File: src/core/sar_consts.svh
// Timing and format constants for the converter readout block
`ifndef SAR_CONSTS_SVH
`define SAR_CONSTS_SVH

`define SAR_CLK_NS            5
`define SAR_RES_BITS          12
`define SAR_ADC_NS            247
`define SAR_T_WAKE_NAP_NS     50
`define SAR_T_WAKE_SLEEP_MS   1.1
`define SAR_SLEEP_PULSES      3'h4
`define SAR_CNT_ZERO          3'h0
`define SAR_CNT_ONE           3'h1
// Least time rounds up, nap wake rounds down, sleep wake rounds to nearest
`define SAR_ADC_CYC           ((`SAR_ADC_NS + `SAR_CLK_NS - 1) / `SAR_CLK_NS)
`define SAR_WAKE_NAP_CYC      (`SAR_T_WAKE_NAP_NS / `SAR_CLK_NS)
`define SAR_WAKE_SLEEP_CYC    (int'(`SAR_T_WAKE_SLEEP_MS * 1.0e6 / `SAR_CLK_NS))

`endif

File: src/core/sar_pkg.sv
// Types shared by the converter readout block
package sar_pkg;
  // Gray along acquire, convert, nap, wake, acquire
  typedef enum logic [2:0] {
    ST_ACQ   = 3'h0,
    ST_BUSY  = 3'h1,
    ST_NAP   = 3'h3,
    ST_WAKE  = 3'h2,
    ST_SLEEP = 3'h6
  } sar_state_e;
endpackage

File: src/core/sar_sync_edge.sv
// Two-flop pin synchroniser with edge detection
`timescale 1ns/10ps
`default_nettype none
module sar_sync_edge (
  // Clock and reset
  input  wire logic clk,
  input  wire logic rst_n,
  // Asynchronous pin
  input  wire logic pin,
  // Synchronised view
  output logic      level,
  output logic      rise,
  output logic      fall
);
  logic meta_q;
  logic sync_q;
  logic prev_q;

  always_ff @(posedge clk) begin
    if (!rst_n) begin
      meta_q <= 1'b0;
      sync_q <= 1'b0;
      prev_q <= 1'b0;
    end else begin
      meta_q <= pin;
      sync_q <= meta_q;
      prev_q <= sync_q;
    end
  end

  assign level = sync_q;
  assign rise  = sync_q & ~prev_q;
  assign fall  = ~sync_q & prev_q;
endmodule // sar_sync_edge
`default_nettype wire

File: src/core/sar_readout.sv
// Control and serial readout of a 12-bit sampling converter
`timescale 1ns/10ps
`default_nettype none
`include "sar_consts.svh"
// How it works
// - Strobe rising edge starts a conversion timed by the core clock.
// - After conversion the block drops into nap by itself.
// - Serial output is high impedance while the strobe is high.
// - Strobe falling edge enables the output and presents the MSB.
// - Each shift-clock falling edge presents the next lower bit.
// - Twelve bits MSB first, then zeros on further falling edges.
// - Shifted bits belong to the conversion just ended, no latency.
// - Strobe low puts the sample-and-hold into tracking.
// - From nap the block is ready within about 50 ns of a wake.
// - Two strobe pulses with shift clock static leave the block in nap.
// - Four strobe pulses with shift clock static enter sleep, bias off.
// - One shift-clock rise wakes the block from nap or sleep.
module sar_readout #(
  parameter int RES_BITS       = `SAR_RES_BITS,
  parameter int WAKE_SLEEP_CYC = `SAR_WAKE_SLEEP_CYC
) (
  // Clock and reset
  input  wire logic                core_clk,
  input  wire logic                rst_n,
  // Host pins
  input  wire logic                convert_strobe,
  input  wire logic                shift_clk,
  output logic                     serial_result_out,
  output logic                     serial_result_oe,
  // Converter core
  input  wire logic [RES_BITS-1:0] adc_code,
  output logic                     sample_track,
  output logic                     adc_busy,
  output logic                     bias_en,
  output logic                     nap_active,
  output logic                     ready
);
  import sar_pkg::*;

  localparam int ADC_CYC  = `SAR_ADC_CYC;
  localparam int NAP_CYC  = `SAR_WAKE_NAP_CYC;
  localparam int TMAX     = (WAKE_SLEEP_CYC > ADC_CYC) ? WAKE_SLEEP_CYC : ADC_CYC;
  localparam int TW       = $clog2(TMAX + 1);
  localparam int BW       = $clog2(RES_BITS + 2);

  sar_state_e          state_q;
  sar_state_e          state_d;
  logic [TW-1:0]       timer_q;
  logic [TW-1:0]       timer_d;
  logic [2:0]          rise_cnt_q;
  logic [RES_BITS-1:0] result_q;
  logic [RES_BITS-1:0] shift_q;
  logic [BW-1:0]       bit_cnt_q;
  wire                 cv_lvl;
  wire                 cv_rise;
  wire                 cv_fall;
  wire                 sk_lvl;
  wire                 sk_rise;
  wire                 sk_fall;

  sar_sync_edge u_cv_sync (
    .clk   (core_clk),
    .rst_n (rst_n),
    .pin   (convert_strobe),
    .level (cv_lvl),
    .rise  (cv_rise),
    .fall  (cv_fall)
  );

  sar_sync_edge u_sk_sync (
    .clk   (core_clk),
    .rst_n (rst_n),
    .pin   (shift_clk),
    .level (sk_lvl),
    .rise  (sk_rise),
    .fall  (sk_fall)
  );

  wire                sk_edge    = sk_rise | sk_fall;
  wire                timer_zero = (timer_q == '0);
  wire                adc_done   = (state_q == ST_BUSY) && timer_zero;
  wire                sleep_req  = cv_rise && (rise_cnt_q == `SAR_SLEEP_PULSES - `SAR_CNT_ONE);
  wire                adc_start  = cv_rise && (state_q != ST_SLEEP) && !sleep_req;
  // Result forwarded in the same cycle when the strobe falls right at the end
  wire [RES_BITS-1:0] load_word  = adc_done ? adc_code : result_q;
  wire                shifting   = sk_fall && serial_result_oe && !cv_lvl && !cv_fall;
  wire [2:0]          rise_cnt_d =
    sk_edge ? `SAR_CNT_ZERO :
    (cv_rise && rise_cnt_q != `SAR_SLEEP_PULSES) ? rise_cnt_q + `SAR_CNT_ONE :
    rise_cnt_q;

  always_comb begin
    state_d = state_q;
    timer_d = timer_zero ? timer_q : timer_q - 1'b1;
    if (sleep_req) begin
      state_d = ST_SLEEP;
      timer_d = '0;
    end else if (adc_start) begin
      state_d = ST_BUSY;
      timer_d = TW'(ADC_CYC - 1);
    end else begin
      case (state_q)
        ST_BUSY: begin
          if (adc_done) begin
            state_d = ST_NAP;
          end
        end
        ST_NAP: begin
          if (sk_rise) begin
            state_d = ST_WAKE;
            timer_d = TW'(NAP_CYC - 1);
          end
        end
        ST_SLEEP: begin
          if (sk_rise) begin
            state_d = ST_WAKE;
            timer_d = TW'(WAKE_SLEEP_CYC - 1);
          end
        end
        ST_WAKE: begin
          if (timer_zero) begin
            state_d = ST_ACQ;
          end
        end
        ST_ACQ: begin
          state_d = ST_ACQ;
        end
        default: begin
          state_d = ST_ACQ;
        end
      endcase
    end
  end

  always_ff @(posedge core_clk) begin
    if (!rst_n) begin
      state_q     <= ST_ACQ;
      timer_q     <= '0;
      rise_cnt_q  <= `SAR_CNT_ZERO;
      adc_busy    <= 1'b0;
      bias_en     <= 1'b1;
      nap_active  <= 1'b0;
      ready       <= 1'b1;
    end else begin
      state_q     <= state_d;
      timer_q     <= timer_d;
      rise_cnt_q  <= rise_cnt_d;
      adc_busy    <= (state_d == ST_BUSY);
      bias_en     <= (state_d != ST_SLEEP);
      nap_active  <= (state_d == ST_NAP);
      ready       <= (state_d == ST_ACQ);
    end
  end

  always_ff @(posedge core_clk) begin
    if (!rst_n) begin
      result_q         <= '0;
      shift_q          <= '0;
      bit_cnt_q        <= '0;
      serial_result_oe <= 1'b0;
      sample_track     <= 1'b1;
    end else begin
      if (adc_done) begin
        result_q <= adc_code;
      end
      sample_track <= ~cv_lvl;
      if (cv_lvl) begin
        serial_result_oe <= 1'b0;
      end else if (cv_fall) begin
        serial_result_oe <= 1'b1;
        shift_q          <= load_word;
        bit_cnt_q        <= BW'(1);
      end else if (shifting) begin
        shift_q <= {shift_q[RES_BITS-2:0], 1'b0};
        if (bit_cnt_q <= BW'(RES_BITS)) begin
          bit_cnt_q <= bit_cnt_q + 1'b1;
        end
      end
    end
  end

  assign serial_result_out = shift_q[RES_BITS-1];
endmodule // sar_readout
`default_nettype wire

File: config.mk
export PLATFORM = sky130hd
export DESIGN_NAME = sar_readout
export DESIGN_NICKNAME = d
export VERILOG_FILES = /design/src/core/sar_pkg.sv /design/src/core/sar_sync_edge.sv /design/src/core/sar_readout.sv
export VERILOG_INCLUDE_DIRS = /design/src /design/src/core
export SDC_FILE = /design/constraint.sdc
export NUM_CORES = 1
export LEC_CHECK = 0
export BUFFER_PORTS_ARGS = -buffer_cell sky130_fd_sc_hd__buf_2
export CORE_MARGIN = 10
export CORE_UTILIZATION = 49
export CTS_CLUSTER_SIZE = 10
export DETAILED_ROUTE_END_ITERATION = 10
export PLACE_DENSITY_LB_ADDON = 0.1
export SLEW_MARGIN = 30
export SYNTH_ARGS = -nofsm -noshare
export SYNTH_HDL_FRONTEND = slang
export SYNTH_SLANG_ARGS = --single-unit
File: constraint.sdc
create_clock -name core_clk -period 1.8 [get_ports core_clk]
set_input_delay 0.36 -clock core_clk [delete_from_list [all_inputs] [get_ports core_clk]]
set_output_delay 0.36 -clock core_clk [all_outputs]
set_load 0.02 [all_outputs]
## Word-level counts from Yosys, hierarchy flattened

Cells that the tools add are included.

- Flip-flop bits (word level): 60
- Output and inout port bits: 7
- Logic and storage cells: 74

- $add $sub $neg: 2
- Eq/ne operators: 10
- Multiplexer cells: 14
- Bitwise logic cells: 10
- Reductions and logical operators: 20

Operator list:

| cell | number |
|---|---|
| $mux W18 | 3 |
| $mux W12 | 3 |
| $pmux W18 S2 | 1 |
| $logic_not A18 Y1 | 1 |
| $sub A18 B1 Y18 const B | 1 |
| $mux W3 | 5 |
| $eq A3 B2 Y1 const B | 4 |
| $ne A3 B3 Y1 const B | 3 |
| $pmux W3 S3 | 1 |
| $logic_and A1 B1 Y1 | 8 |
| $reduce_or A2 Y1 | 4 |
| $eq A3 B1 Y1 const B | 2 |
| $mux W6 | 1 |
| $not A1 Y1 | 5 |
| $and A1 B1 Y1 | 4 |
| $add A3 B1 Y3 const B | 1 |
| $eq A3 B3 Y1 const B | 1 |
| $logic_not A1 Y1 | 3 |
| $logic_not A3 Y1 | 1 |
| $reduce_or A3 Y1 | 1 |
| $reduce_and A2 Y1 | 1 |
| $reduce_bool A2 Y1 | 1 |
| $or A1 B1 Y1 | 1 |

## Longest topological paths before layout

Gate-level depths: netlist of the first run.

- Depth in word-level cells: 8
- Mapped depth: 8
- Gate-level depth less buffers: 7

## Cells and area by module

From an unflattened synthesis of the first run, not the netlist that was laid out.

- Cell total of the unflattened synthesis: 303
- Area total of the unflattened synthesis: 2,668.8 sq um

Modules (own cells, without submodules):

| module | times used | cells an instance | area each (sq um) | sequential area each (sq um) |
|---|---|---|---|---|
| sar_readout | 1 | 287 | 2,486.1 | 1,081.0 |
| sar_sync_edge | 2 | 8 | 91.3 | 60.1 |

## Worst setup path after synthesis of the first run

OpenSTA, ideal clock, no wires.

- Kind: reg2reg
- Start: reg rise_cnt_q[0]
- End: reg timer_q[16]
- Library setup time: 127 ps
- Data arrival time: 1,717 ps
- Slack: -44 ps
- Stages on the path, launching flop included: 8
- Buffers on the path: 0
- Period minus slack after synthesis: 1,844 ps
- Path through: dfxtp_1 -> ha_1 -> ha_1 -> or3b_1 -> o211ai_1 -> nand2b_1 -> nand2b_1 -> o21ai_1

- Word-level cells in the longest chain between the ends: 5

RTL lines:

| element | line | text |
|---|---|---|
| start, declared | sar_readout.sv:50 | `logic [2:0] rise_cnt_q;` |
| start signal, assigned | sar_readout.sv:139 | `` rise_cnt_q <= `SAR_CNT_ZERO; `` |
| start signal, assigned | sar_readout.sv:147 | `rise_cnt_q <= rise_cnt_d;` |
| $eq A3 B2 Y1 (no line) * | -- |  |
| $logic_and A1 B1 Y1 * | sar_readout.sv:82 | `` wire sleep_req = cv_rise && (rise_cnt_q == `SAR_SLEEP_PULSES - `SAR_CNT_ONE); `` |
| $logic_not A1 Y1 | sar_readout.sv:83 | `wire adc_start = cv_rise && (state_q != ST_SLEEP) && !sleep_req;` |
| $logic_and A1 B1 Y1 | sar_readout.sv:83 |  |
| $reduce_or A3 Y1 (no line) * | -- |  |
| end signal, assigned | sar_readout.sv:146 | `timer_q <= timer_d;` |
| end, declared | sar_readout.sv:48 | `logic [TW-1:0] timer_q;` |

Every way passes the cells marked *; elsewhere a longest branch is shown, timed or not.
A chain may end at the register's enable or synchronous reset.

## Worst setup path after layout of the first run

- Start: reg rise_cnt_q[1]
- End: reg timer_q[16]

The elaborated chain is that of the path after synthesis.

==> results of run 1 <==
path summary, 6_finish.rpt:
path	end	slack, ns	depth (start not counted)
max reg2reg	timer_q[16]$_SDFF_PP0_	0.01	7
max	timer_q[16]$_SDFF_PP0_	0.01	7
min	u_cv_sync.meta_q$_SDFF_PN0_	0.22	2
min reg2reg	u_cv_sync.level$_SDFF_PN0_	0.43	1
cell usage in the layout (no fill, tap or decap), types with 2 or more instances in the layout:
cell / n
dfxtp_1: 52
buf_4: 35
a21oi_1: 29
buf_2: 22
nor2_1: 20
nand2_1: 18
nand4_1: 18
o21ai_0: 14
and3_1: 14
o211ai_1: 12
o2111ai_1: 11
clkbuf_8: 10
inv_1: 9
xor2_1: 8
dfxtp_2: 7
nand2b_1: 6
and2_1: 6
o21ai_1: 6
nor3_1: 5
nand3_1: 5
xnor2_1: 5
nand3b_1: 4
a31oi_1: 4
ha_1: 4
bufinv_16: 4
buf_6: 4
nand4b_1: 3
a21oi_2: 3
nor3_2: 3
nand2b_4: 3
ha_4: 3
inv_2: 2
nor4_4: 2
nor2b_1: 2
nor4b_1: 2
a2111oi_4: 2
o31ai_1: 2
and3b_1: 2
o21ai_2: 2
clkinvlp_4: 2
worst max-delay path, stage by stage (launching register included):
cell	delay [ns]
dfxtp_4	0.36
ha_4	0.16
ha_4	0.15
or3b_4	0.37
o211ai_1	0.21
nand2b_4	0.20
nand2b_4	0.14
o21ai_1	0.06
metrics by stage:
| step | instances | instance area, um^2 |
|---|---|---|
| after global placement | 442 | 3310 |
| after CTS | 460 | 3670 |
| after floorplan | 334 | 2950 |
| after global routing | 466 | 3800 |
| after detailed placement | 442 | 3310 |
| final | 466 | 3800 |
timing repair:
action | CTS | global route
endpoints found under the hold margin | 0 | 0
endpoints found under the setup margin | 43 | 44
setup buffers | 2 | 6
resized for setup | 14 | 29
pin swaps | 7 | 20
sequential cells by signal, summed over array words and instances (netlist names):
| name | cells |
|---|---|
| state_q | 3 |
| bias_en | 1 |
| result_q | 12 |
| u_sk_sync.prev_q | 1 |
| u_cv_sync.meta_q | 1 |
| ready | 1 |
| u_cv_sync.level | 1 |
| timer_q | 18 |
| u_sk_sync.meta_q | 1 |
| rise_cnt_q | 3 |
| u_sk_sync.level | 1 |
| nap_active | 1 |
| shift_q | 12 |
| serial_result_oe | 1 |
| adc_busy | 1 |
| sample_track | 1 |
| u_cv_sync.prev_q | 1 |
kinds of logic (layout without fill, tap and decap cells):
| group | Yosys count | count (layout) | share of synthesized area (%) |
|---|---|---|---|
| simple gates | 127 | 127 | 26.3 |
| flops | 60 | 60 | 40.8 |
| buf+inv | 33 | 90 | 4.59 |
| mux | 2 | 2 | 0.680 |
| xor+xnor | 13 | 13 | 3.87 |
| compound gates | 92 | 92 | 20.7 |
| fa+ha+maj | 7 | 7 | 2.97 |
power breakdown:
part	switching, uW	internal [uW]
logic	1210	1080
clock network	556	1100
registers	170	1490
total	1930	3670
routing by layer:
layer	up-vias	GRT usage (%)	wire, um
li1	1339	-	-
met1	1268	18.7	3310
met2	72	23.4	3600
met3	13	3.49	319
met4	0	8.28	132
met5	-	0	0
final cells by class:
cell class | instances | area, um^2
Tap cell | 75 | 93.8
Timing Repair Buffer | 62 | 433
Clock inverter | 6 | 135
Inverter | 12 | 45.0
Fill cell | 494 | 2090
Clock buffer | 10 | 138
Multi-Input combinational cell | 241 | 1740
Sequential cell | 60 | 1210
==> results.sh, run 1 <==
export IMPL_cp_arrival_ns=2.01
export IMPL_crit_path_start="rise_cnt_q[1]$_SDFFE_PP0P_"
export IMPL_hpwlAfterDp_um=4770
export IMPL_synthArstFlopShare_pct=0
export IMPL_hold_viol=0
export IMPL_tritoncts="done"
export IMPL_p_total_uw=5600
export IMPL_skew_ns=0.0123
export IMPL_syn_num_nets=357
export IMPL_max_cap_violations=0
export IMPL_hp_start="convert_strobe"
export IMPL_first_global_vias=2617
export IMPL_finalCritPeriodShare_pct=99.4
export IMPL_cellLeakagePower_uw=0.00147
export IMPL_powerDensity_nw_per_um2=1470
export IMPL_gp_congestion=0.899
export IMPL_crit_fanout=4
export IMPL_hold_buffers=0
export IMPL_yosysMostFrequentCell="dfxtp_1"
export IMPL_worst_slack_ns=0.0115
export IMPL_ant_nets=0
export IMPL_rr_startpoint="rise_cnt_q[1]$_SDFFE_PP0P_"
export IMPL_yosysSeqAreaShare_pct=40.8
export IMPL_antenna_found_initial=0
export IMPL_synth_top_area_cell="dfxtp_1"
export IMPL_max_freq_ghz=0.559
export IMPL_drt_iter0_markers=140
export IMPL_setup_viol=0
export IMPL_rsz0062_at_grt="true"
export IMPL_outcome="completed"
export IMPL_die_h_um=97.5
export IMPL_grt_pass1_wl_um=12300
export IMPL_max_slew_margin_pct=71.8
export IMPL_synth_area_um2=2940
export IMPL_synthDistinctLibCells=52
export IMPL_synth_edf_count=0
export IMPL_dr_pass1_iters=4
export IMPL_synth_top_cell_area_share_pct=40.8
export IMPL_numClockSinks=60
export IMPL_fp_dieArea_um2=9510
export IMPL_maxSlewViolCount=0
export IMPL_grt_max_degree=33
export IMPL_syn2layout_area_growth_pct=29.0
export IMPL_fin_nets=409
export IMPL_whs_ns=0.219
export IMPL_overflow=0
export IMPL_die_w_um=97.5
export IMPL_grt_usage_pct=15.1
export IMPL_port_buffers=22
export IMPL_num_rows=28
export IMPL_vdd_drop_max_mv=0.852
export IMPL_fin_crit_ns=1.79
export IMPL_synth_area_per_cell_um2=8.81
export IMPL_num_vias=2692
export IMPL_h_tree_depth=3
export IMPL_clk_latency_ns=0.35
export IMPL_synth_commonest_cells="60 x dfxtp_1, 32 x a21oi_1, 21 x nor2_1"
export IMPL_cp_end_kind="flip-flop"
export IMPL_fin_tns_setup_ns=0
export IMPL_synth_flop_cell="dfxtp_1"
export IMPL_startpoint_type="flip-flop"
export IMPL_worst_pin_slew_ns=0.422
export IMPL_numCtsBuffers=9
export IMPL_ys_warn_count=0
export IMPL_worstPathRequired_ns=2.02
export IMPL_cts_root_buf="clkbuf_8"
export IMPL_syn_inst=334
export IMPL_routed_wl_um=7370
export IMPL_num_antenna_cells=0
export IMPL_via_per_inst=5.78
export IMPL_clockBufferDepth=2
export IMPL_detail_route_wl_per_cell_um=15.8
export IMPL_clk_pin_slew_ns=0.07
export IMPL_ys_seq_elements=60
export IMPL_hp_class="in -> reg"
export IMPL_pre_cts_ws_ns=-0.104
export IMPL_start_util_pct=50.0
export IMPL_drc=0
export IMPL_drive_gt1_share_pct=30.4
export IMPL_post_route_util_pct=64.5
export IMPL_core_um2=5890
export IMPL_synth_area_leaders="dfxtp_1 41%, a21oi_1 5.4%, nand4_1 3.8%, o2111ai_1 3.3%, o211ai_1 3.1%"
export IMPL_ioPinCount=23
export IMPL_crit_type="reg -> reg"
No activity file was read; power rests on OpenSTA's default activity.
==> run 2, diff against run 1 <==
--- a/config.mk
+++ b/config.mk
@@ -8,7 +8,7 @@
 export LEC_CHECK = 0
 export BUFFER_PORTS_ARGS = -buffer_cell sky130_fd_sc_hd__buf_2
 export CORE_MARGIN = 10
-export CORE_UTILIZATION = 49
+export CORE_UTILIZATION = 54
 export CTS_CLUSTER_SIZE = 10
 export DETAILED_ROUTE_END_ITERATION = 10
 export PLACE_DENSITY_LB_ADDON = 0.1
==> constraint.sdc (replaced) <==
create_clock -name core_clk -period 1.8 [get_ports core_clk]
set_input_delay 0.36 -clock core_clk [delete_from_list [all_inputs] [get_ports core_clk]]
set_output_delay 0.36 -clock core_clk [all_outputs]
set_load 0.1 [all_outputs]
==> results.sh, run 2 (synthesis results as in run 1) <==
export IMPL_maxSlewViolCount=0
export IMPL_ioPinCount=23
export IMPL_crit_type="reg -> reg"
export IMPL_clk_pin_slew_ns=0.07
export IMPL_num_antenna_cells=0
export IMPL_fin_crit_ns=1.77
export IMPL_die_w_um=93.8
export IMPL_regMostFlops="timer_q"
export IMPL_routed_wl_um=7200
export IMPL_whs_ns=0.225
export IMPL_detail_route_wl_per_cell_um=15.9
export IMPL_post_place_cells=435
export IMPL_numCtsBuffers=9
export IMPL_drive_gt1_share_pct=27.7
export IMPL_cp_end_kind="flip-flop"
export IMPL_worstPathRequired_ns=2.01
export IMPL_dr_pass1_iters=4
export IMPL_largest_reg_flops=18
export IMPL_post_route_util_pct=71.3
export IMPL_gp_congestion=0.884
export IMPL_grt_pass1_wl_um=12100
export IMPL_overflow=0
export IMPL_cellLeakagePower_uw=0.00145
export IMPL_hold_viol=0
export IMPL_crit_fanout=3
export IMPL_cts_root_buf="clkbuf_8"
export IMPL_cp_arrival_ns=1.98
export IMPL_startpoint_type="flip-flop"
export IMPL_start_util_pct=56.6
export IMPL_rsz0062_at_grt="true"
export IMPL_finalCritPeriodShare_pct=98.4
export IMPL_clockBufferDepth=2
export IMPL_holdPathStages=2
export IMPL_setup_viol=0
export IMPL_outcome="completed"
export IMPL_layout_commonest_cell="dfxtp_1"
export IMPL_h_tree_depth=3
export IMPL_final_cell_mix="54 x dfxtp_1, 32 x a21oi_1, 28 x buf_4"
export IMPL_max_cap_violations=0
export IMPL_worst_slack_ns=0.0293
export IMPL_grt_usage_pct=16.9
export IMPL_antenna_found_initial=0
export IMPL_worst_pin_slew_ns=0.512
export IMPL_powerDensity_nw_per_um2=1460
export IMPL_pre_cts_ws_ns=-0.0481
export IMPL_hp_class="in -> reg"
export IMPL_clk_latency_ns=0.34
export IMPL_core_um2=5200
export IMPL_port_buffers=22
export IMPL_top_regs="timer_q: 18 flops, result_q: 12 flops, shift_q: 12 flops"
export IMPL_numClockSinks=60
export IMPL_via_per_inst=5.81
export IMPL_max_slew_margin_pct=65.8
export IMPL_max_freq_ghz=0.565
export IMPL_skew_ns=0.00679
export IMPL_num_rows=26
export IMPL_vdd_drop_max_mv=0.811
export IMPL_grt_max_degree=33
export IMPL_fp_dieArea_um2=8810
export IMPL_r2r_cells=7
export IMPL_first_global_vias=2569
export IMPL_ant_nets=0
export IMPL_layout_cells_non_filler=453
export IMPL_nFillCells=414
export IMPL_p_total_uw=5420
export IMPL_drt_iter0_markers=145
export IMPL_tritoncts="done"
export IMPL_hpwlAfterDp_um=4740
export IMPL_fin_nets=401
export IMPL_die_h_um=93.8
export IMPL_drc=0
export IMPL_syn2layout_area_growth_pct=26.0
export IMPL_num_vias=2630
[run 2: where the power goes]
group	total, uW	internal, uW	switching [uW]	leakage, uW
combinational	2150	954	1190	0.000820
sequential	1670	1490	182	0.000490
clock	1600	1070	527	0.000136
[run 2: cell type report]
cell class	count	area (um^2)	share of cell area (%)
well taps	70	87.6	2.36
multi-input cells	241	1730	46.7
clock buffers	13	179	4.82
repair buffers	54	365	9.85
inverters	12	45.0	1.21
clock inverters	3	90.1	2.43
flip-flops and latches	60	1210	32.6
[run 2: repair_timing]
item,CTS,global route
resized for setup,9,29
setup endpoints to repair,32,46
hold buffers,0,0
gates cloned,0,1
setup buffers,1,0
pin swaps,4,12
[run 2: layer usage]
layer	global-route usage (%)	part of all wire, %	vias up
met5	0	0	-
met4	8.61	0.75	0
met3	3.20	4.8	6
met2	27.5	49	61
met1	20.7	46	1243
li1	-	-	1320
[run 2: metrics by stage]
stage	cell area [um^2]	setup TNS, ns
floorplan	2950	0
global placement	3290	-0.590
detailed placement	3290	-0.659
CTS	3600	-0.0323
global route	3710	-0.544
finish	3710	0
[run 2: worst paths after layout]
kind                                                   from  slack, ns                          end
worst max register to register   rise_cnt_q[1]$_SDFFE_PP0P_       0.03       timer_q[17]$_SDFF_PP0_
worst max-delay path             rise_cnt_q[1]$_SDFFE_PP0P_       0.03       timer_q[17]$_SDFF_PP0_
worst min register to register  u_cv_sync.meta_q$_SDFF_PN0_       0.44   u_cv_sync.level$_SDFF_PN0_
worst min-delay path                         convert_strobe       0.22  u_cv_sync.meta_q$_SDFF_PN0_
[run 2: critical path: stages, from the launching register on]
cell      delay, ns
dfxtp_2        0.34
ha_4           0.16
ha_4           0.15
or3b_4         0.37
o211ai_1       0.23
nand2b_4       0.18
nand2b_4       0.15
o21ai_2        0.06
